<file path="src/common/cpm_pkg.sv">
// Shared constants for the clock and power-mode controller
package cpm_pkg;

	// ------------------------------------------------------------
	// Register map (byte addresses)
	// ------------------------------------------------------------
	localparam int          ADDR_W      = 8;
	localparam logic [7:0]  OFF_SRC     = 8'h00;
	localparam logic [7:0]  OFF_PLLCTL  = 8'h04;
	localparam logic [7:0]  OFF_PLLCFG  = 8'h08;
	localparam logic [7:0]  OFF_STAT    = 8'h0C;
	localparam logic [7:0]  OFF_CPUDIV  = 8'h10;
	localparam logic [7:0]  OFF_USBDIV  = 8'h14;
	localparam logic [7:0]  OFF_PCONP   = 8'h18;
	localparam logic [7:0]  OFF_PCLKDIV = 8'h1C;
	localparam logic [7:0]  OFF_PMODE   = 8'h20;

	// ------------------------------------------------------------
	// Field layout and reset values
	// ------------------------------------------------------------
	localparam int          PLLCTL_EN   = 0;
	localparam int          PLLCTL_CON  = 1;
	localparam int          CFG_N_LSB   = 0;
	localparam int          CFG_M_LSB   = 8;
	localparam int          ST_EN       = 0;
	localparam int          ST_CON      = 1;
	localparam int          ST_LOCK     = 2;
	localparam int          ST_MAINRDY  = 3;
	localparam int          ST_FLASHRDY = 4;
	localparam int          NPERIPH     = 4;
	localparam logic [3:0]  PCONP_RST   = 4'hF;
	localparam logic [1:0]  RESP_OK     = 2'h0;
	localparam logic [1:0]  RESP_ERR    = 2'h2;

	// Clock source codes
	localparam logic [1:0]  SRC_IRC     = 2'h0;
	localparam logic [1:0]  SRC_MAIN    = 2'h1;
	localparam logic [1:0]  SRC_RTC     = 2'h2;

	// Power mode request codes
	localparam logic [2:0]  PM_IDLE     = 3'h1;
	localparam logic [2:0]  PM_SLEEP    = 3'h2;
	localparam logic [2:0]  PM_PDOWN    = 3'h3;
	localparam logic [2:0]  PM_DEEP     = 3'h4;

	// ------------------------------------------------------------
	// Timing
	// ------------------------------------------------------------
	localparam int          CLK_MHZ        = 100;
	localparam int          IRC_KHZ        = 4000;
	localparam int          IRC_START_NS   = 60000;
	localparam int          IRC_START_CYC  = (IRC_START_NS * CLK_MHZ + 999) / 1000;
	localparam int          FLASH_WAKE_NS  = 100000;
	localparam logic [15:0] FLASH_TICKS    = 16'((FLASH_WAKE_NS * IRC_KHZ + 999999) / 1000000);
	localparam logic [15:0] WAKE_IRC_TICKS = 16'h0004;
	localparam logic [15:0] WAKE_MAIN_TICKS = 16'h1000;
	localparam logic [15:0] MAIN_STABLE    = 16'h1000;
	localparam logic [2:0]  LOCK_REFS      = 3'h4;

endpackage

</file>
<file path="src/rtl/cpm_clock_power.sv">
// Clock source, PLL, divider and power-mode controller
//
// Implementation choices: the AXI4-Lite interface to the registers and the register addresses.
`timescale 1ns/1ps
`default_nettype none
// ------------------------------------------------------------
// ------------------------------------------------------------
module cpm_clock_power #(
	parameter int unsigned IRC_START_CYCLES = cpm_pkg::IRC_START_CYC
) (
	input  wire logic        aclk,
	input  wire logic        aresetn,
	input  wire logic        irc_tick,
	input  wire logic        main_tick,
	input  wire logic        rtc_tick,
	input  wire logic        wake_irq,
	input  wire logic        any_irq,
	input  wire logic [7:0]  awaddr,
	input  wire logic        awvalid,
	output logic             awready,
	input  wire logic [31:0] wdata,
	input  wire logic [3:0]  wstrb,
	input  wire logic        wvalid,
	output logic             wready,
	output logic [1:0]       bresp,
	output logic             bvalid,
	input  wire logic        bready,
	input  wire logic [7:0]  araddr,
	input  wire logic        arvalid,
	output logic             arready,
	output logic [31:0]      rdata,
	output logic [1:0]       rresp,
	output logic             rvalid,
	input  wire logic        rready,
	output logic             cpu_clk_en,
	output logic             usb_clk_en,
	output logic [3:0]       periph_clk_en,
	output logic             rtc_clk_en,
	output logic             cpu_halted,
	output logic             irc_power_on,
	output logic             irc_out_en,
	output logic             main_osc_on,
	output logic             flash_power_on,
	output logic             flash_ready,
	output logic             pins_hold,
	output logic             core_power_on,
	output logic             pll_locked
);

	typedef enum logic [2:0] {
		ST_RUN, ST_IDLE, ST_SLEEP, ST_PDOWN, ST_DEEP, ST_IRCSTART, ST_RESUME
	} cpm_state_e;

	cpm_state_e  state_reg;
	logic        rst_n;
	logic        deep_wake_reg;
	logic [1:0]  src_reg;
	logic        pll_en_reg;
	logic        pll_con_reg;
	logic [7:0]  pll_n_reg;
	logic [14:0] pll_m_reg;
	logic [7:0]  cpu_div_reg;
	logic [7:0]  usb_div_reg;
	logic [3:0]  pconp_reg;
	logic [31:0] pclk_div_reg;
	logic [32:0] wr_view;
	logic [32:0] rd_view;
	logic [31:0] wv;
	logic        wr_go;
	logic        pm_req;
	logic        sleep_entry;
	logic        pd_entry;
	logic        pd_wake;
	logic        main_ready;
	logic [15:0] main_cnt;
	logic [15:0] wk_cnt;
	logic [15:0] flash_cnt;
	logic        flash_rdy_reg;
	logic        irc_g;
	logic        main_g;
	logic        pin_tick;
	logic        wake_tick;
	logic [1:0]  src_live;
	logic        con_live;
	logic [7:0]  n_cnt;
	logic        ref_p;
	logic [23:0] per_cnt;
	logic [23:0] per_reg;
	logic [23:0] acc;
	logic [24:0] acc_sum;
	logic [24:0] acc_dif;
	logic        cco_tick;
	logic [15:0] cco_cnt;
	logic [15:0] cco_now;
	logic [15:0] m_plus;
	logic [2:0]  lock_cnt;
	logic        lock_reg;
	logic        base_tick;
	logic [7:0]  cpu_cnt;
	logic [7:0]  usb_cnt;
	logic        cpu_tick;
	logic [7:0]  pcnt [cpm_pkg::NPERIPH];

	// ------------------------------------------------------------
	// Helpers
	// ------------------------------------------------------------
	// Divider counter step; fires on the tick that finds the counter at the limit and wraps it
	function automatic logic [7:0] cpm_div_step(input logic [7:0] c, input logic [7:0] lim, input logic t);
		if (!t)
			return c;
		return (c >= lim) ? 8'h00 : c + 8'h01;
	endfunction

	function automatic logic cpm_fires(input logic [7:0] c, input logic [7:0] lim, input logic t);
		return t && (c >= lim);
	endfunction

	// Byte-lane merge of a write into the current register view
	function automatic logic [31:0] cpm_merge(input logic [31:0] old, input logic [31:0] nw, input logic [3:0] be);
		logic [31:0] r;
		r = old;
		for (int i = 0; i < 4; i++)
			if (be[i])
				r[8*i +: 8] = nw[8*i +: 8];
		return r;
	endfunction

	// Register view: hit flag over read data
	function automatic logic [32:0] cpm_view(input logic [7:0] a);
		if (a == cpm_pkg::OFF_SRC)
			return {1'b1, 30'h0000_0000, src_reg};
		else if (a == cpm_pkg::OFF_PLLCTL)
			return {1'b1, 30'h0000_0000, pll_con_reg, pll_en_reg};
		else if (a == cpm_pkg::OFF_PLLCFG)
			return {1'b1, 9'h000, pll_m_reg, pll_n_reg};
		else if (a == cpm_pkg::OFF_STAT)
			return {1'b1, 27'h000_0000, flash_rdy_reg, main_ready, lock_reg, pll_con_reg, pll_en_reg};
		else if (a == cpm_pkg::OFF_CPUDIV)
			return {1'b1, 24'h00_0000, cpu_div_reg};
		else if (a == cpm_pkg::OFF_USBDIV)
			return {1'b1, 24'h00_0000, usb_div_reg};
		else if (a == cpm_pkg::OFF_PCONP)
			return {1'b1, 28'h000_0000, pconp_reg};
		else if (a == cpm_pkg::OFF_PCLKDIV)
			return {1'b1, pclk_div_reg};
		else if (a == cpm_pkg::OFF_PMODE)
			return {1'b1, 32'h0000_0000};
		return {1'b0, 32'h0000_0000};
	endfunction

	// ------------------------------------------------------------
	// AXI4-Lite slave
	// ------------------------------------------------------------
	// Address and data are taken together, single outstanding write
	assign wr_go   = awvalid && wvalid && !bvalid;
	assign awready = wr_go;
	assign wready  = wr_go;
	assign arready = !rvalid;
	// Procedural, so a register change also refreshes both views
	always_comb
	begin
		wr_view = cpm_view(awaddr);
		rd_view = cpm_view(araddr);
	end
	assign wv      = cpm_merge(wr_view[31:0], wdata, wstrb);

	// Write response
	always_ff @(posedge aclk)
	begin
		if (!rst_n)
		begin
			bvalid <= 1'b0;
			bresp  <= cpm_pkg::RESP_OK;
		end
		else if (wr_go)
		begin
			bvalid <= 1'b1;
			bresp  <= wr_view[32] ? cpm_pkg::RESP_OK : cpm_pkg::RESP_ERR;
		end
		else if (bready)
			bvalid <= 1'b0;
	end

	// Read channel; unmapped reads return zero with an error
	always_ff @(posedge aclk)
	begin
		if (!rst_n)
		begin
			rvalid <= 1'b0;
			rdata  <= 32'h0000_0000;
			rresp  <= cpm_pkg::RESP_OK;
		end
		else if (arvalid && !rvalid)
		begin
			rvalid <= 1'b1;
			rdata  <= rd_view[31:0];
			rresp  <= rd_view[32] ? cpm_pkg::RESP_OK : cpm_pkg::RESP_ERR;
		end
		else if (rready)
			rvalid <= 1'b0;
	end

	// ------------------------------------------------------------
	// Control registers
	// ------------------------------------------------------------
	assign pm_req      = wr_go && (awaddr == cpm_pkg::OFF_PMODE) && (state_reg == ST_RUN);
	assign sleep_entry = pm_req && (wv[2:0] == cpm_pkg::PM_SLEEP || wv[2:0] == cpm_pkg::PM_PDOWN);
	assign pd_entry    = pm_req && (wv[2:0] == cpm_pkg::PM_PDOWN);
	assign pd_wake     = (state_reg == ST_PDOWN) && wake_irq;

	// Source, PLL and divider settings; mode entries override writes
	always_ff @(posedge aclk)
	begin
		if (!rst_n)
		begin
			src_reg     <= cpm_pkg::SRC_IRC;
			pll_en_reg  <= 1'b0;
			pll_con_reg <= 1'b0;
			pll_n_reg   <= 8'h00;
			pll_m_reg   <= 15'h0000;
			cpu_div_reg <= 8'h00;
			usb_div_reg <= 8'h00;
		end
		else
		begin
			if (wr_go && awaddr == cpm_pkg::OFF_SRC && wv[1:0] != 2'h3)
				src_reg <= wv[1:0];
			if (wr_go && awaddr == cpm_pkg::OFF_PLLCTL)
			begin
				pll_en_reg  <= wv[cpm_pkg::PLLCTL_EN];
				pll_con_reg <= wv[cpm_pkg::PLLCTL_CON] && wv[cpm_pkg::PLLCTL_EN] && lock_reg;
			end
			else if (!lock_reg)
				pll_con_reg <= 1'b0;
			if (wr_go && awaddr == cpm_pkg::OFF_PLLCFG)
			begin
				pll_n_reg <= wv[cpm_pkg::CFG_N_LSB +: 8];
				pll_m_reg <= wv[cpm_pkg::CFG_M_LSB +: 15];
			end
			if (wr_go && awaddr == cpm_pkg::OFF_CPUDIV)
				cpu_div_reg <= wv[7:0];
			if (wr_go && awaddr == cpm_pkg::OFF_USBDIV)
				usb_div_reg <= wv[7:0];
			if (sleep_entry)
			begin
				pll_en_reg  <= 1'b0;
				pll_con_reg <= 1'b0;
				cpu_div_reg <= 8'h00;
				usb_div_reg <= 8'h00;
			end
			if (pd_wake)
				src_reg <= cpm_pkg::SRC_IRC;
		end
	end

	// Peripheral enables and dividers
	always_ff @(posedge aclk)
	begin
		if (!rst_n)
		begin
			pconp_reg    <= cpm_pkg::PCONP_RST;
			pclk_div_reg <= 32'h0000_0000;
		end
		else
		begin
			if (wr_go && awaddr == cpm_pkg::OFF_PCONP)
				pconp_reg <= wv[3:0];
			if (wr_go && awaddr == cpm_pkg::OFF_PCLKDIV)
				pclk_div_reg <= wv;
		end
	end

	// ------------------------------------------------------------
	// Power-mode sequencer
	// ------------------------------------------------------------
	// Deep power-down wake acts as a chip reset for everything but the RTC enable
	assign rst_n = aresetn && !deep_wake_reg;

	always_ff @(posedge aclk)
	begin
		if (!aresetn)
			deep_wake_reg <= 1'b0;
		else
			deep_wake_reg <= (state_reg == ST_DEEP) && wake_irq && !deep_wake_reg;
	end

	always_ff @(posedge aclk)
	begin
		if (!rst_n)
		begin
			state_reg <= ST_RUN;
			wk_cnt    <= 16'h0000;
		end
		else
		begin
			case (state_reg)
				ST_RUN:
				begin
					wk_cnt <= 16'h0000;
					if (pm_req && wv[2:0] == cpm_pkg::PM_IDLE)
						state_reg <= ST_IDLE;
					else if (pd_entry)
						state_reg <= ST_PDOWN;
					else if (sleep_entry)
						state_reg <= ST_SLEEP;
					else if (pm_req && wv[2:0] == cpm_pkg::PM_DEEP)
						state_reg <= ST_DEEP;
				end
				ST_IDLE:
					if (any_irq)
						state_reg <= ST_RUN;
				ST_SLEEP:
					if (wake_irq)
						state_reg <= ST_RESUME;
				ST_PDOWN:
					if (wake_irq)
						state_reg <= ST_IRCSTART;
				ST_IRCSTART:
				begin
					// RC start-up time counted on the system clock
					wk_cnt <= wk_cnt + 16'h0001;
					if (32'(wk_cnt) + 32'h0000_0001 >= IRC_START_CYCLES)
					begin
						wk_cnt    <= 16'h0000;
						state_reg <= ST_RESUME;
					end
				end
				ST_RESUME:
				begin
					if (wake_tick)
						wk_cnt <= wk_cnt + 16'h0001;
					if (wake_tick && wk_cnt + 16'h0001 >=
						(src_reg == cpm_pkg::SRC_MAIN ? cpm_pkg::WAKE_MAIN_TICKS : cpm_pkg::WAKE_IRC_TICKS))
						state_reg <= ST_RUN;
				end
				default:
					state_reg <= ST_DEEP;
			endcase
		end
	end

	// Supply and gating status from the mode
	assign cpu_halted     = (state_reg != ST_RUN);
	assign pins_hold      = (state_reg == ST_SLEEP) || (state_reg == ST_PDOWN) || (state_reg == ST_DEEP);
	assign irc_power_on   = (state_reg != ST_PDOWN) && (state_reg != ST_DEEP);
	assign irc_out_en     = irc_power_on && (state_reg != ST_SLEEP) && (state_reg != ST_IRCSTART);
	assign main_osc_on    = !pins_hold;
	assign flash_power_on = (state_reg != ST_PDOWN) && (state_reg != ST_DEEP) && (state_reg != ST_IRCSTART);
	assign core_power_on  = (state_reg != ST_DEEP);
	assign flash_ready    = flash_rdy_reg && flash_power_on;
	assign pll_locked     = lock_reg;

	// ------------------------------------------------------------
	// Oscillator stability and flash wake counters
	// ------------------------------------------------------------
	// Main oscillator unusable until it has run long enough
	always_ff @(posedge aclk)
	begin
		if (!rst_n || !main_osc_on)
			main_cnt <= 16'h0000;
		else if (main_tick && !main_ready)
			main_cnt <= main_cnt + 16'h0001;
	end

	assign main_ready = (main_cnt >= cpm_pkg::MAIN_STABLE);

	// Flash access granted after counted RC ticks
	always_ff @(posedge aclk)
	begin
		if (!rst_n)
		begin
			flash_cnt     <= 16'h0000;
			flash_rdy_reg <= 1'b1;
		end
		else if (!flash_power_on)
		begin
			flash_cnt     <= 16'h0000;
			flash_rdy_reg <= 1'b0;
		end
		else if (!flash_rdy_reg && irc_g)
		begin
			flash_cnt <= flash_cnt + 16'h0001;
			if (flash_cnt + 16'h0001 >= cpm_pkg::FLASH_TICKS)
				flash_rdy_reg <= 1'b1;
		end
	end

	// ------------------------------------------------------------
	// Source selection and PLL
	// ------------------------------------------------------------
	assign irc_g  = irc_tick && irc_out_en;
	assign main_g = main_tick && main_osc_on;

	// Main stays refused until the stability counter calls it stable
	assign pin_tick = (src_live == cpm_pkg::SRC_MAIN) ? (main_g && main_ready) :
	                  (src_live == cpm_pkg::SRC_RTC)  ? (rtc_tick && !pins_hold) : irc_g;

	// Main resume counts the restarted oscillator itself, else it would wait twice
	assign wake_tick = (src_live == cpm_pkg::SRC_MAIN) ? main_g : pin_tick;

	// Pre-divider by N (register holds N-1)
	always_ff @(posedge aclk)
	begin
		if (!rst_n || !pll_en_reg)
			n_cnt <= 8'h00;
		else if (pin_tick)
			n_cnt <= (n_cnt == pll_n_reg) ? 8'h00 : n_cnt + 8'h01;
	end

	assign ref_p   = pll_en_reg && pin_tick && (n_cnt == pll_n_reg);
	assign m_plus  = {1'b0, pll_m_reg} + 16'h0001;
	assign acc_sum = {1'b0, acc} + {9'h000, m_plus};
	assign acc_dif = acc_sum - {1'b0, per_reg};
	assign cco_tick = pll_en_reg && (per_reg != 24'h00_0000) && (acc_sum >= {1'b0, per_reg});
	assign cco_now = cco_cnt + {15'h0000, cco_tick};

	// Oscillator model: M ticks per reference period, compared per period
	always_ff @(posedge aclk)
	begin
		if (!rst_n || !pll_en_reg)
		begin
			per_cnt  <= 24'h00_0000;
			per_reg  <= 24'h00_0000;
			acc      <= 24'h00_0000;
			cco_cnt  <= 16'h0000;
			lock_cnt <= 3'h0;
			lock_reg <= 1'b0;
		end
		else
		begin
			per_cnt <= ref_p ? 24'h00_0000 : per_cnt + 24'h00_0001;
			if (ref_p)
				per_reg <= per_cnt + 24'h00_0001;
			if (!cco_tick)
				acc <= acc_sum[23:0];
			else if (acc_dif >= {1'b0, per_reg})
				acc <= 24'h00_0000; // saturated: out of range, never locks
			else
				acc <= acc_dif[23:0];
			cco_cnt <= ref_p ? 16'h0000 : cco_now;
			if (ref_p && cco_now == m_plus && per_reg != 24'h00_0000)
			begin
				if (lock_cnt == cpm_pkg::LOCK_REFS)
					lock_reg <= 1'b1;
				else
					lock_cnt <= lock_cnt + 3'h1;
			end
			else if (ref_p)
			begin
				lock_cnt <= 3'h0;
				lock_reg <= 1'b0;
			end
		end
	end

	// ------------------------------------------------------------
	// CPU, USB and peripheral clock enables
	// ------------------------------------------------------------
	assign base_tick = con_live ? cco_tick : pin_tick;
	assign cpu_tick  = cpm_fires(cpu_cnt, cpu_div_reg, base_tick);

	// Selection changes only at a divider boundary, so no short pulse
	always_ff @(posedge aclk)
	begin
		if (!rst_n)
		begin
			src_live <= cpm_pkg::SRC_IRC;
			con_live <= 1'b0;
		end
		else if (cpu_cnt == 8'h00 && usb_cnt == 8'h00)
		begin
			src_live <= src_reg;
			con_live <= pll_con_reg && lock_reg;
		end
	end

	always_ff @(posedge aclk)
	begin
		if (!rst_n || sleep_entry)
		begin
			cpu_cnt    <= 8'h00;
			usb_cnt    <= 8'h00;
			cpu_clk_en <= 1'b0;
			usb_clk_en <= 1'b0;
		end
		else
		begin
			cpu_cnt    <= cpm_div_step(cpu_cnt, cpu_div_reg, base_tick);
			usb_cnt    <= cpm_div_step(usb_cnt, usb_div_reg, base_tick);
			cpu_clk_en <= cpu_tick && (state_reg == ST_RUN);
			usb_clk_en <= cpm_fires(usb_cnt, usb_div_reg, base_tick) && (state_reg == ST_RUN || state_reg == ST_IDLE);
		end
	end

	// RTC enable keeps running through mode changes; only the pin reset stops it
	always_ff @(posedge aclk)
	begin
		if (!aresetn)
			rtc_clk_en <= 1'b0;
		else
			rtc_clk_en <= rtc_tick;
	end

	// Each peripheral divides the CPU rate on its own, gated by its enable
	for (genvar i = 0; i < cpm_pkg::NPERIPH; i++)
	begin : g_per
		always_ff @(posedge aclk)
		begin
			if (!rst_n || !pconp_reg[i])
			begin
				pcnt[i]          <= 8'h00;
				periph_clk_en[i] <= 1'b0;
			end
			else
			begin
				pcnt[i]          <= cpm_div_step(pcnt[i], pclk_div_reg[8*i +: 8], cpu_tick);
				periph_clk_en[i] <= cpm_fires(pcnt[i], pclk_div_reg[8*i +: 8], cpu_tick)
				                    && (state_reg == ST_RUN || state_reg == ST_IDLE);
			end
		end
	end

endmodule
`default_nettype wire

</file>
<file path="config.mk">
export PLATFORM = sky130hd
export DESIGN_NAME = cpm_clock_power
export DESIGN_NICKNAME = d
export VERILOG_FILES = /design/src/common/cpm_pkg.sv /design/src/rtl/cpm_clock_power.sv
export SDC_FILE = /design/constraint.sdc
export NUM_CORES = 1
export LEC_CHECK = 0
export BUFFER_PORTS_ARGS = -buffer_cell sky130_fd_sc_hd__buf_2
export CAP_MARGIN = 10
export CORE_MARGIN = 1.5
export CORE_UTILIZATION = 56
export CTS_BUF_LIST = sky130_fd_sc_hd__clkbuf_16
export CTS_CLUSTER_DIAMETER = 30
export DETAILED_ROUTE_END_ITERATION = 16
export GPL_ROUTABILITY_DRIVEN = 1
export PLACE_DENSITY_LB_ADDON = 0.1
export RECOVER_POWER = 50
export SLEW_MARGIN = 40
export SYNTH_ARGS = -nofsm -noshare
export SYNTH_HDL_FRONTEND = slang
export SYNTH_SLANG_ARGS = --single-unit
</file>
<file path="constraint.sdc">
create_clock -name aclk -period 5.95 [get_ports aclk]
set_input_delay 1.19 -clock aclk [delete_from_list [all_inputs] [get_ports aclk]]
set_output_delay 1.19 -clock aclk [all_outputs]
set_load 0.05 [all_outputs]
</file>
## Word level (Yosys, flattened, before mapping)

Memory sizes are Yosys's and may differ from the RTL's.
Cells that the tools add are included.

| cells by class | value |
|---|---|
| muxes and demuxes | 123 |
| eq/ne operators | 52 |
| $mul | 0 |
| reductions and logical operators | 100 |
| bitwise operators | 5 |
| div/mod/pow operators | 0 |
| shifts and indexed selects | 0 |
| order comparisons | 12 |
| add/sub/neg operators | 17 |

Operator list:

| cell | number |
|---|---|
| 33-bit two-way mux | 20 |
| 8-bit two-way mux | 29 |
| 8-bit by 5-bit equality test with 1-bit output, second input constant | 8 |
| 8-bit by 1-bit adder with 8-bit output, second input constant | 7 |
| 1-bit logical AND | 55 |
| 1-bit two-way mux | 53 |
| 25-bit by 24-bit greater-or-equal comparator with 1-bit output | 2 |
| 16-bit by 1-bit adder with 16-bit output, second input constant | 3 |
| 8-bit greater-or-equal comparator | 6 |
| 24-bit two-way mux | 2 |
| 16-bit case mux with 3 select lines | 1 |
| 3-bit two-way mux | 12 |
| 8-bit by 4-bit equality test with 1-bit output, second input constant | 4 |
| 8-bit zero test | 4 |
| 16-bit two-way mux | 2 |
| 24-bit by 16-bit adder with 25-bit output | 1 |
| 25-bit by 24-bit subtractor with 25-bit output | 1 |
| 24-bit by 1-bit adder with 24-bit output, second input constant | 1 |
| 24-bit nonzero test | 1 |
| 10-bit by 6-bit inequality test with 1-bit output, second input constant | 2 |
| 2-bit inequality test, second input constant | 9 |
| 3-bit case mux with 6 select lines | 1 |
| 16-bit by 1-bit adder with 17-bit output, second input constant | 1 |
| 17-bit by 13-bit greater-or-equal comparator with 1-bit output, second input constant | 1 |
| 31 further kinds | 83 |

| word-level totals | value |
|---|---|
| memories kept | 1 |
| latch bits | 0 |
| word-level logic and storage cells | 350 |
| bits in writable memories | 32 |
| output and inout port bits | 57 |
| memory bits (read-only) | 0 |
| flip-flop bits (word level) | 296 |

Memories:

| memory | depth | bits a word | read ports | clocked after Yosys merged registers in | write ports | line | RTL |
|---|---|---|---|---|---|---|---|
| pcnt | 4 | 8 | 4 | 0 | 4 | cpm_clock_power.sv:102 | `logic [7:0] pcnt [cpm_pkg::NPERIPH];` |

## Depth between registers and ports, before layout

Gate-level depths: netlist of the first run.

| logic depth | value |
|---|---|
| depth after elaboration | 19 |
| mapped depth | 32 |
| depth with buffers taken out | 32 |

## Worst setup path after synthesis of the first run

Ideal clock, no wire load.

| timing | value |
|---|---|
| path type | register to register |
| from | reg pll_m_reg[1] |
| to | reg lock_cnt[2] |
| stages on the path, launching flop included | 29 |
| slack | -0.320 ns |
| buffers on the path | 1 |
| arrival time | 6.192 ns |
| setup time | 0.078 ns |
| cells stage by stage | dfxtp_1 -> ha_1 -> xor2_1 -> ha_1 -> o21a_1 -> a2111oi_0 -> o32a_1 -> a21o_1 -> o22ai_1 -> o31a_1 -> a41oi_1 -> a21oi_1 -> ha_1 -> clkbuf_1 -> nand4_1 -> or2_2 -> o2111ai_1 -> o21a_1 -> ha_1 -> ha_1 -> nand2_1 -> nor3_1 -> nand3_1 -> xor2_1 -> xnor2_1 -> nor4b_1 -> nand3_1 -> o21a_1 -> nor3_1 |

| on the way | value |
|---|---|
| cells in the longest elaborated chain, start to end | 10 |

Ends and longest elaborated chain:

| item | line | RTL |
|---|---|---|
| from (decl) | cpm_clock_power.sv:61 | `logic [14:0] pll_m_reg;` |
| from (signal assigned) | cpm_clock_power.sv:238 | `pll_m_reg <= wv[cpm_pkg::CFG_M_LSB +: 15];` |
| 15-bit by 1-bit adder with 16-bit output (*) | cpm_clock_power.sv:411 | `assign m_plus = {1'b0, pll_m_reg} + 16'h0001;` |
| 24-bit by 16-bit adder with 25-bit output | cpm_clock_power.sv:412 | `assign acc_sum = {1'b0, acc} + {9'h000, m_plus};` |
| 25-bit by 24-bit greater-or-equal comparator with 1-bit output | cpm_clock_power.sv:414 | `assign cco_tick = pll_en_reg && (per_reg != 24'h00_0000) && (acc_sum >= {1'b0, per_reg});` |
| 1-bit logical AND | cpm_clock_power.sv:414 |  |
| 16-bit by 1-bit adder with 16-bit output | cpm_clock_power.sv:415 | `assign cco_now = cco_cnt + {15'h0000, cco_tick};` |
| 16-bit equality test (*) | cpm_clock_power.sv:441 | `if (ref_p && cco_now == m_plus && per_reg != 24'h00_0000)` |
| 1-bit logical AND (*) (2 in a row) | cpm_clock_power.sv:441 |  |
| 2-bit inequality test (no line) / 2-bit nonzero test (equally long branches) | -- |  |
| 2-bit AND reduction (no line) | -- |  |
| to (signal assigned) | cpm_clock_power.sv:446 | `lock_cnt <= lock_cnt + 3'h1;` |
| to (decl) | cpm_clock_power.sv:96 | `logic [2:0] lock_cnt;` |

Mark *: on every way between the ends. The rest lies on a longest branch, timed or not.
A chain may end at the register's enable or synchronous reset.

## Worst setup path in the final report of the first run

| timing | value |
|---|---|
| from | reg pll_m_reg[4] |
| to | reg lock_cnt[2] |

Same word-level chain as after synthesis.

==> impl_metrics.yaml, run 1 <==
run_status:
  status: "finished, violations left"
  violations: "capacitance limit, slew limit, setup timing"
timing:
  setup_ws_ns: -0.475
  clock.fmax_mhz: 156
  slew_headroom_pct: -67.2
  whs_ns: 0.457
  period_needed_ns: 6.43
  setup_violations: 27
  rsz0062_at_grt: "yes"
  timing.final.max_slew_violations: 94
  hold_violations: 0
  fin_crit_sh_pct: 108
  worst_pin_slew_ns: 2.51
  fin_skew_ns: 0.0196
global_routing:
  antenna_found_initial: 4
  grt_pass1_vias: 18700
  grt_max_degree: 80
  grt.total_usage_pct: 32.5
  grt_pass1_wl_mm: 94.1
  grt_overflow_total: 0
die:
  num_rows: 68
  core_um2: 34400
  dieArea_um2: 35900
  io_pins: 121
  initial_core_util_pct: 56.6
  die_w_um: 189
  die_h_um: 189
detailed_routing:
  ant_nets: 0
  post_drt_via_cell_ratio: 5.96
  dr.pass1.iters: 6
  routed_wl_mm: 60.1
  wl_per_cell_um: 18.4
  dr.first_iter.drc_count: 1700
  post-route-drc-count: 0
  route.vias.total: 19400
cts:
  numCtsBuffers: 78
  h-tree-depth: 3
  clkSinkCount: 326
  hold_buffers: 0
  path_clk_slew_ns: 0.05
  cts_tree: "yes"
  clkLatencyLatePin_ns: 0.60
  cts_root_buf: "clkbuf_16"
  clockBufferDepth: 3
synthesis:
  synth_warnings: 0
  syn-cell-area_um2: 19500
  syn_avg_cell_area_um2: 7.89
  ys_types: 82
  ys.flop_type: "dfxtp_1"
  async_flop_share_pct: 0
  synth_edf_count: 0
  synth_cells: 2467
  seq_area_frac_synth_pct: 33.5
  yosys_register_bits: 326
place:
  port-buffer-count: 118
  dp.cells: 3082
  hpwl_mm: 42.0
  gp_congestion: 0.940
cells_and_area:
  final_cells: 3259
  fillCellCount: 2771
  multi_input_area_um2: 12700
  nets: 2937
  final_cell_mix: "dfxtp_1, nor2_1, nand2_1"
  drive_gt1_share_pct: 17.7
  regArea_um2: 6540
  final_common_cell: "dfxtp_1"
  post-route-util_pct: 72.3
  syn2layout_area_growth_pct: 27.8
pwr:
  p_int_uw: 5170
  switching_power_uw: 1540
  switching_share_pct: 22.9
  p_seq_share_pct: 32.9
  p_comb_share_pct: 3.4
  power.leakage_uw: 0.00981
  vdd_drop_max_uv: 344
  clkPwrFrac_pct: 63.7
  p_per_area_nw_per_um2: 270
worst_setup_path:
  cp_max_fo: 4
  timing.rr.start: "pll_m_reg[4]"
  worst_path_max_delay_cell: "a211o_1"
  arrival_ns: 6.93
  crit_path_end_kind: "flip-flop"
  path_depth: 34
  crit_top_cell: "ha_4"
  ff2ff_setup_slack_ns: -0.48
  worstSetupStartpoint: "pll_m_reg[4]"
  required_ns: 6.46
  worst-setup-path-type: "flip-flop to flip-flop"
  start_kind: "flip-flop"
  slowest_delay_ns: 0.34
  critPathTopFamily: "simple AND/OR/NAND/NOR gates"
  rr_worst_depth: 34
  crit_path_end: "lock_cnt[2]"
  reg2reg_to: "lock_cnt[2]"
  critPathBufInv: 4
worst_hold_path:
  worstHoldPathType: "flip-flop to flip-flop"
run:
  cap_viol_max_count: 2
[metal layers]
layer  global-route usage [%]  part of all wire [%]
met5                     1.51                  0.12
met2                     50.3                    44
met3                     6.67                   7.9
met4                     16.8                   4.3
met1                     42.7                    43
[through the flow]
stage | worst slack (ns) | setup TNS (ns) | cell area [um^2] | power (uW)
after detailed placement | -0.889 | -7.15 | 21500 | 2470
final | -0.475 | -2.28 | 24900 | 6710
after global routing | -0.696 | -11.99 | 24900 | 6890
after global placement | -0.622 | -5.44 | 21400 | 2470
after CTS | -0.155 | -2.26 | 24600 | 6750
after floorplan | 0.0118 | 0 | 19500 | 2390
[cells in the mapped netlist, drive strengths merged, types with 5 or more instances]
library cell	count	share of area, %
a211oi	26	1.0
dfxtp	326	34
o211ai	9	0.35
nand3	96	2.5
nand3b	13	0.50
a21o	24	0.93
and2	29	0.93
nand2b	20	0.64
nor3b	5	0.19
buf	26	0.73
o31ai	16	0.62
and4	7	0.32
o21a	15	0.58
o2111ai	7	0.32
clkbuf	92	1.8
ha	136	8.7
a31oi	29	0.93
a21oi	204	5.2
nor3	54	1.4
nor2b	26	0.84
a22o	24	1.1
xnor2	88	4.0
mux2i	27	1.4
o21bai	11	0.42
nor2	293	5.7
mux4	5	0.58
or4	14	0.54
and3	34	1.1
o31a	5	0.23
a211o	6	0.27
nand4	47	1.6
or3	16	0.51
nand2	284	5.5
mux2	7	0.41
o21ai	109	2.8
inv	116	2.2
or2	10	0.32
xor2	74	3.3
a22oi	47	1.8
nor4	25	0.95
[how the worst min path moves through the flow]
stage / startpoint / to / cells past startpoint
after floorplan: per_cnt[0] / per_cnt[0] / 1
after global placement: rdata[1] / rdata[1] / 2
after detailed placement: rdata[1] / rdata[1] / 2
after CTS: rdata[1] / rdata[1] / 2
after global routing: rdata[1] / rdata[1] / 2
final: rdata[1] / rdata[1] / 2
[timing repair]
item | in CTS | in global routing
setup buffers | 16 | 12
endpoints found under the setup margin | 28 | 28
gates resized for setup | 66 | 52
pin swaps | 49 | 53
[worst register-to-register path, delay by kind of cell (launching register included)]
| kind | cells | cell delay, ns |
|---|---|---|
| flip-flops | 1 | 0.33 |
| AND/OR/NAND/NOR | 13 | 2.19 |
| buffers and inverters | 4 | 0.66 |
| AO/OA/AOI/OAI | 9 | 1.60 |
| adder cells (fa/ha/maj) | 4 | 0.84 |
| XOR/XNOR | 4 | 0.74 |
[cells by family (layout without fill, tap and decap cells)]
| family | count (synthesis) | in the layout | synth area share, % |
|---|---|---|---|
| xor gates and xnor gates | 163 | 163 | 7.41 |
| other | 1 | 5 | 0.0193 |
| AOI/OAI and AO/OA | 576 | 576 | 18.7 |
| and+or+nand+nor | 989 | 989 | 24.3 |
| DFF | 326 | 326 | 33.5 |
| adders and majority gates | 138 | 138 | 8.95 |
| muxes | 39 | 39 | 2.37 |
| buffers and inverters | 235 | 568 | 4.77 |
[layout make-up]
type / instances / area share [%]
antenna: 3 / 0.0302
sequential: 326 / 26.3
clock inverter: 68 / 2.89
inverter: 117 / 1.77
timing repair buffer: 305 / 7.89
tap: 455 / 2.29
multi-input combinational: 1907 / 51.0
clock buffer: 78 / 7.85
[power by group through the flow]
stage | Sequential, uW | Clock, uW | Combinational [uW]
2_1_floorplan | 2260 | 0 | 126
3_3_place_gp | 2250 | 0 | 219
3_5_place_dp | 2250 | 0 | 222
4_1_cts | 2210 | 4320 | 223
5_1_grt | 2210 | 4440 | 239
6_report | 2210 | 4280 | 225
(Power assumes the default switching activity.)
==> inputs of run 2 (changes only) <==
Settings changed: ABC_AREA set to 1.
==> run 2 against run 1 <==
The flow finishes with violations (capacitance limit, slew limit). Global-route usage increased by 0.72 points. Core utilization decreased by 1.7 points. Count of clock-buffer cells in the layout unchanged. Register-to-register slack improved by 0.75 ns. Cell area increased by 3.4%. First-iteration DRC count decreased by 6.4%. Synthesized cell count increased by 25%. Die area increased by 5.8%. Highest routed layer unchanged.
==> impl_metrics.yaml, run 2 <==
run_status:
  status: "finished, violations left"
  violations: "capacitance limit, slew limit"
cells_and_area:
  syn2layout_area_growth_pct: 24.9
  diodes: 0
  drive_gt1_share_pct: 14.9
  post-route-util_pct: 70.6
  final_cell_mix: "nand2_1, inv_1, a21oi_1"
  final_common_cell: "nand2_1"
  nets: 3503
die:
  dieArea_um2: 37900
  initial_core_util_pct: 56.5
  io_pins: 121
  die_w_um: 195
  num_rows: 70
  core_um2: 36400
  die_h_um: 195
cts:
  cts_root_buf: "clkbuf_16"
  clkSinkCount: 326
  hold_buffers: 0
  numCtsBuffers: 76
  path_clk_slew_ns: 0.05
  clkLatencyLatePin_ns: 0.59
  cts_tree: "yes"
  clockBufferDepth: 3
  h-tree-depth: 3
synthesis:
  synth_common_cells: "nand2_1, inv_1, a21oi_1, dfxtp_1, nor2_1"
  synth_warnings: 0
  synth_cells: 3079
  ys.flop_type: "dfxtp_1"
  seq_area_frac_synth_pct: 31.7
  muxShareOfSynthArea_pct: 0
  synthTopCellsByArea: "dfxtp_1, nand2_1, a21oi_1, ha_1, inv_1"
  ys_types: 54
  synth-simple-area-share_pct: 27.1
  yosys_register_bits: 326
  synth_xor_area_share_pct: 5.74
  syn_avg_cell_area_um2: 6.69
  yosysMostFrequentCell: "nand2_1"
  synth_top_family_by_area: "simple AND/OR/NAND/NOR gates"
  synth_edf_count: 0
  syn-cell-area_um2: 20600
  async_flop_share_pct: 0
  yosysTopAreaCellShare_pct: 31.7
  synth_fa_ha_area_share_pct: 8.46
  synth.largest_area_cell: "dfxtp_1"
  synth_compound_area_share_pct: 17.1
worst_setup_path:
  arrival_ns: 6.17
  timing.rr.start: "pll_m_reg[0]"
  reg2reg_to: "lock_cnt[2]"
  worst_path_max_delay_cell: "dfxtp_4"
  crit_path_end: "lock_cnt[2]"
  required_ns: 6.45
  worst-setup-path-type: "flip-flop to flip-flop"
  start_kind: "flip-flop"
  cp_max_fo: 4
  crit_path_end_kind: "flip-flop"
  worstSetupStartpoint: "pll_m_reg[0]"
  rr_worst_depth: 41
  ff2ff_setup_slack_ns: 0.28
  slowest_delay_ns: 0.36
timing:
  setup_tns_ns: 0
  clock.fmax_mhz: 176
  fin_crit_sh_pct: 95.3
  period_needed_ns: 5.67
  worst_pin_slew_ns: 2.60
  timing.final.max_slew_violations: 89
  fin_skew_ns: 0.0185
  setup_violations: 0
  slew_headroom_pct: -73.1
  hold_violations: 0
detailed_routing:
  wl_met3_mm: 4.59
  post-route-drc-count: 0
  post_drt_via_cell_ratio: 5.64
  dr.first_iter.drc_count: 1591
  wl_met2_mm: 30.4
  routed_wl_mm: 64.4
  dr.pass1.iters: 6
  wl_met1_mm: 27.2
  top_layer: "met5"
  route.vias.total: 21600
  ant_nets: 0
  wl_per_cell_um: 16.8
global_routing:
  grt_pass1_wl_mm: 104
  grt_overflow_total: 0
  grt.total_usage_pct: 33.2
  grt_pass1_vias: 20800
  grt_max_degree: 57
  antenna_found_initial: 1
pwr:
  power.leakage_uw: 0.0111
  p_per_area_nw_per_um2: 285
  vdd_drop_max_uv: 282
place:
  hpwl_mm: 47.1
  gp_congestion: 0.961
  port-buffer-count: 118
worst_hold_path:
  worstHoldPathType: "flip-flop to flip-flop"
run:
  cap_viol_max_count: 2
[run 2: cell types whose count changed in the layout (fill, tap and decap cells not counted), moves of 40 or more]
cell     change
buf_4       -62
o21ai_0    +101
nand3_1    +101
nand2_1    +302
a21oi_1    +139
xnor2_1     -40
a22oi_1     -47
inv_1      +285
[run 2: final cells by class]
type                            count  area [um^2]
Multi-Input combinational cell   2228        12800
Timing Repair Buffer              235         1450
Inverter                          434         1630
Fill cell                        3121        10700
Sequential cell                   326         6550
Tap cell                          468          586
Clock buffer                       78         1950
Clock inverter                     62          723
[run 2: cells by family after synthesis]
kind of cell | count (synthesis)
other cells | 1
simple gates | 1295
buf+inv | 526
flops | 326
compound gates | 658
xor+xnor | 135
fa+ha+maj | 138
[run 2: worst min-delay path by stage]
stage                       startpoint      endpoint  slack [ns]  cells past startpoint
final                     main_cnt[15]  main_cnt[15]        0.44                      2
after global routing      main_cnt[14]  main_cnt[14]        0.46                      2
after detailed placement  main_cnt[14]  main_cnt[14]        0.42                      2
after floorplan           main_cnt[14]  main_cnt[14]        0.41                      2
after CTS                 main_cnt[14]  main_cnt[14]        0.44                      2
after global placement    main_cnt[14]  main_cnt[14]        0.42                      2
[run 2: routing by layer]
layer	GRT usage, %	vias to the layer above
li1	-	10600
met1	42.2	10000
met2	56.3	792
met3	5.40	162
met4	13.1	2
met5	0	-
[run 2: timing repair]
item | CTS | global route
setup endpoints to repair | 4 | 28
setup buffers | 3 | 20
gates resized for setup | 22 | 145
pin swaps | 8 | 61
[run 2: power by group]
group	internal, uW	total [uW]	switching [uW]
logic	190	713	523
clock network	2990	4340	1350
registers	2240	2280	45.0
[run 2: critical path: cells and delay by family, from the launching register on]
family / cells / cell delay [ns]
adders and majority gates: 4 / 0.89
DFF: 1 / 0.36
and+or+nand+nor: 23 / 2.45
AOI/OAI and AO/OA: 4 / 0.74
buffers and inverters: 7 / 0.61
xor gates and xnor gates: 3 / 0.53
[run 2: stage by stage]
stage                     cell area [um^2]  hold WS (ns)  power (uW)  setup WS, ns  instances
after detailed placement             22200         0.422        3030        -0.227       3668
after global routing                 25700         0.464        7570       -0.0883       3831
final                                25700         0.439        7340         0.278       3831
after global placement               22100         0.416        3000      -0.00103       3668
after CTS                            25000         0.439        7370       0.00327       3811
after floorplan                      20600         0.408        2820         0.150       3080
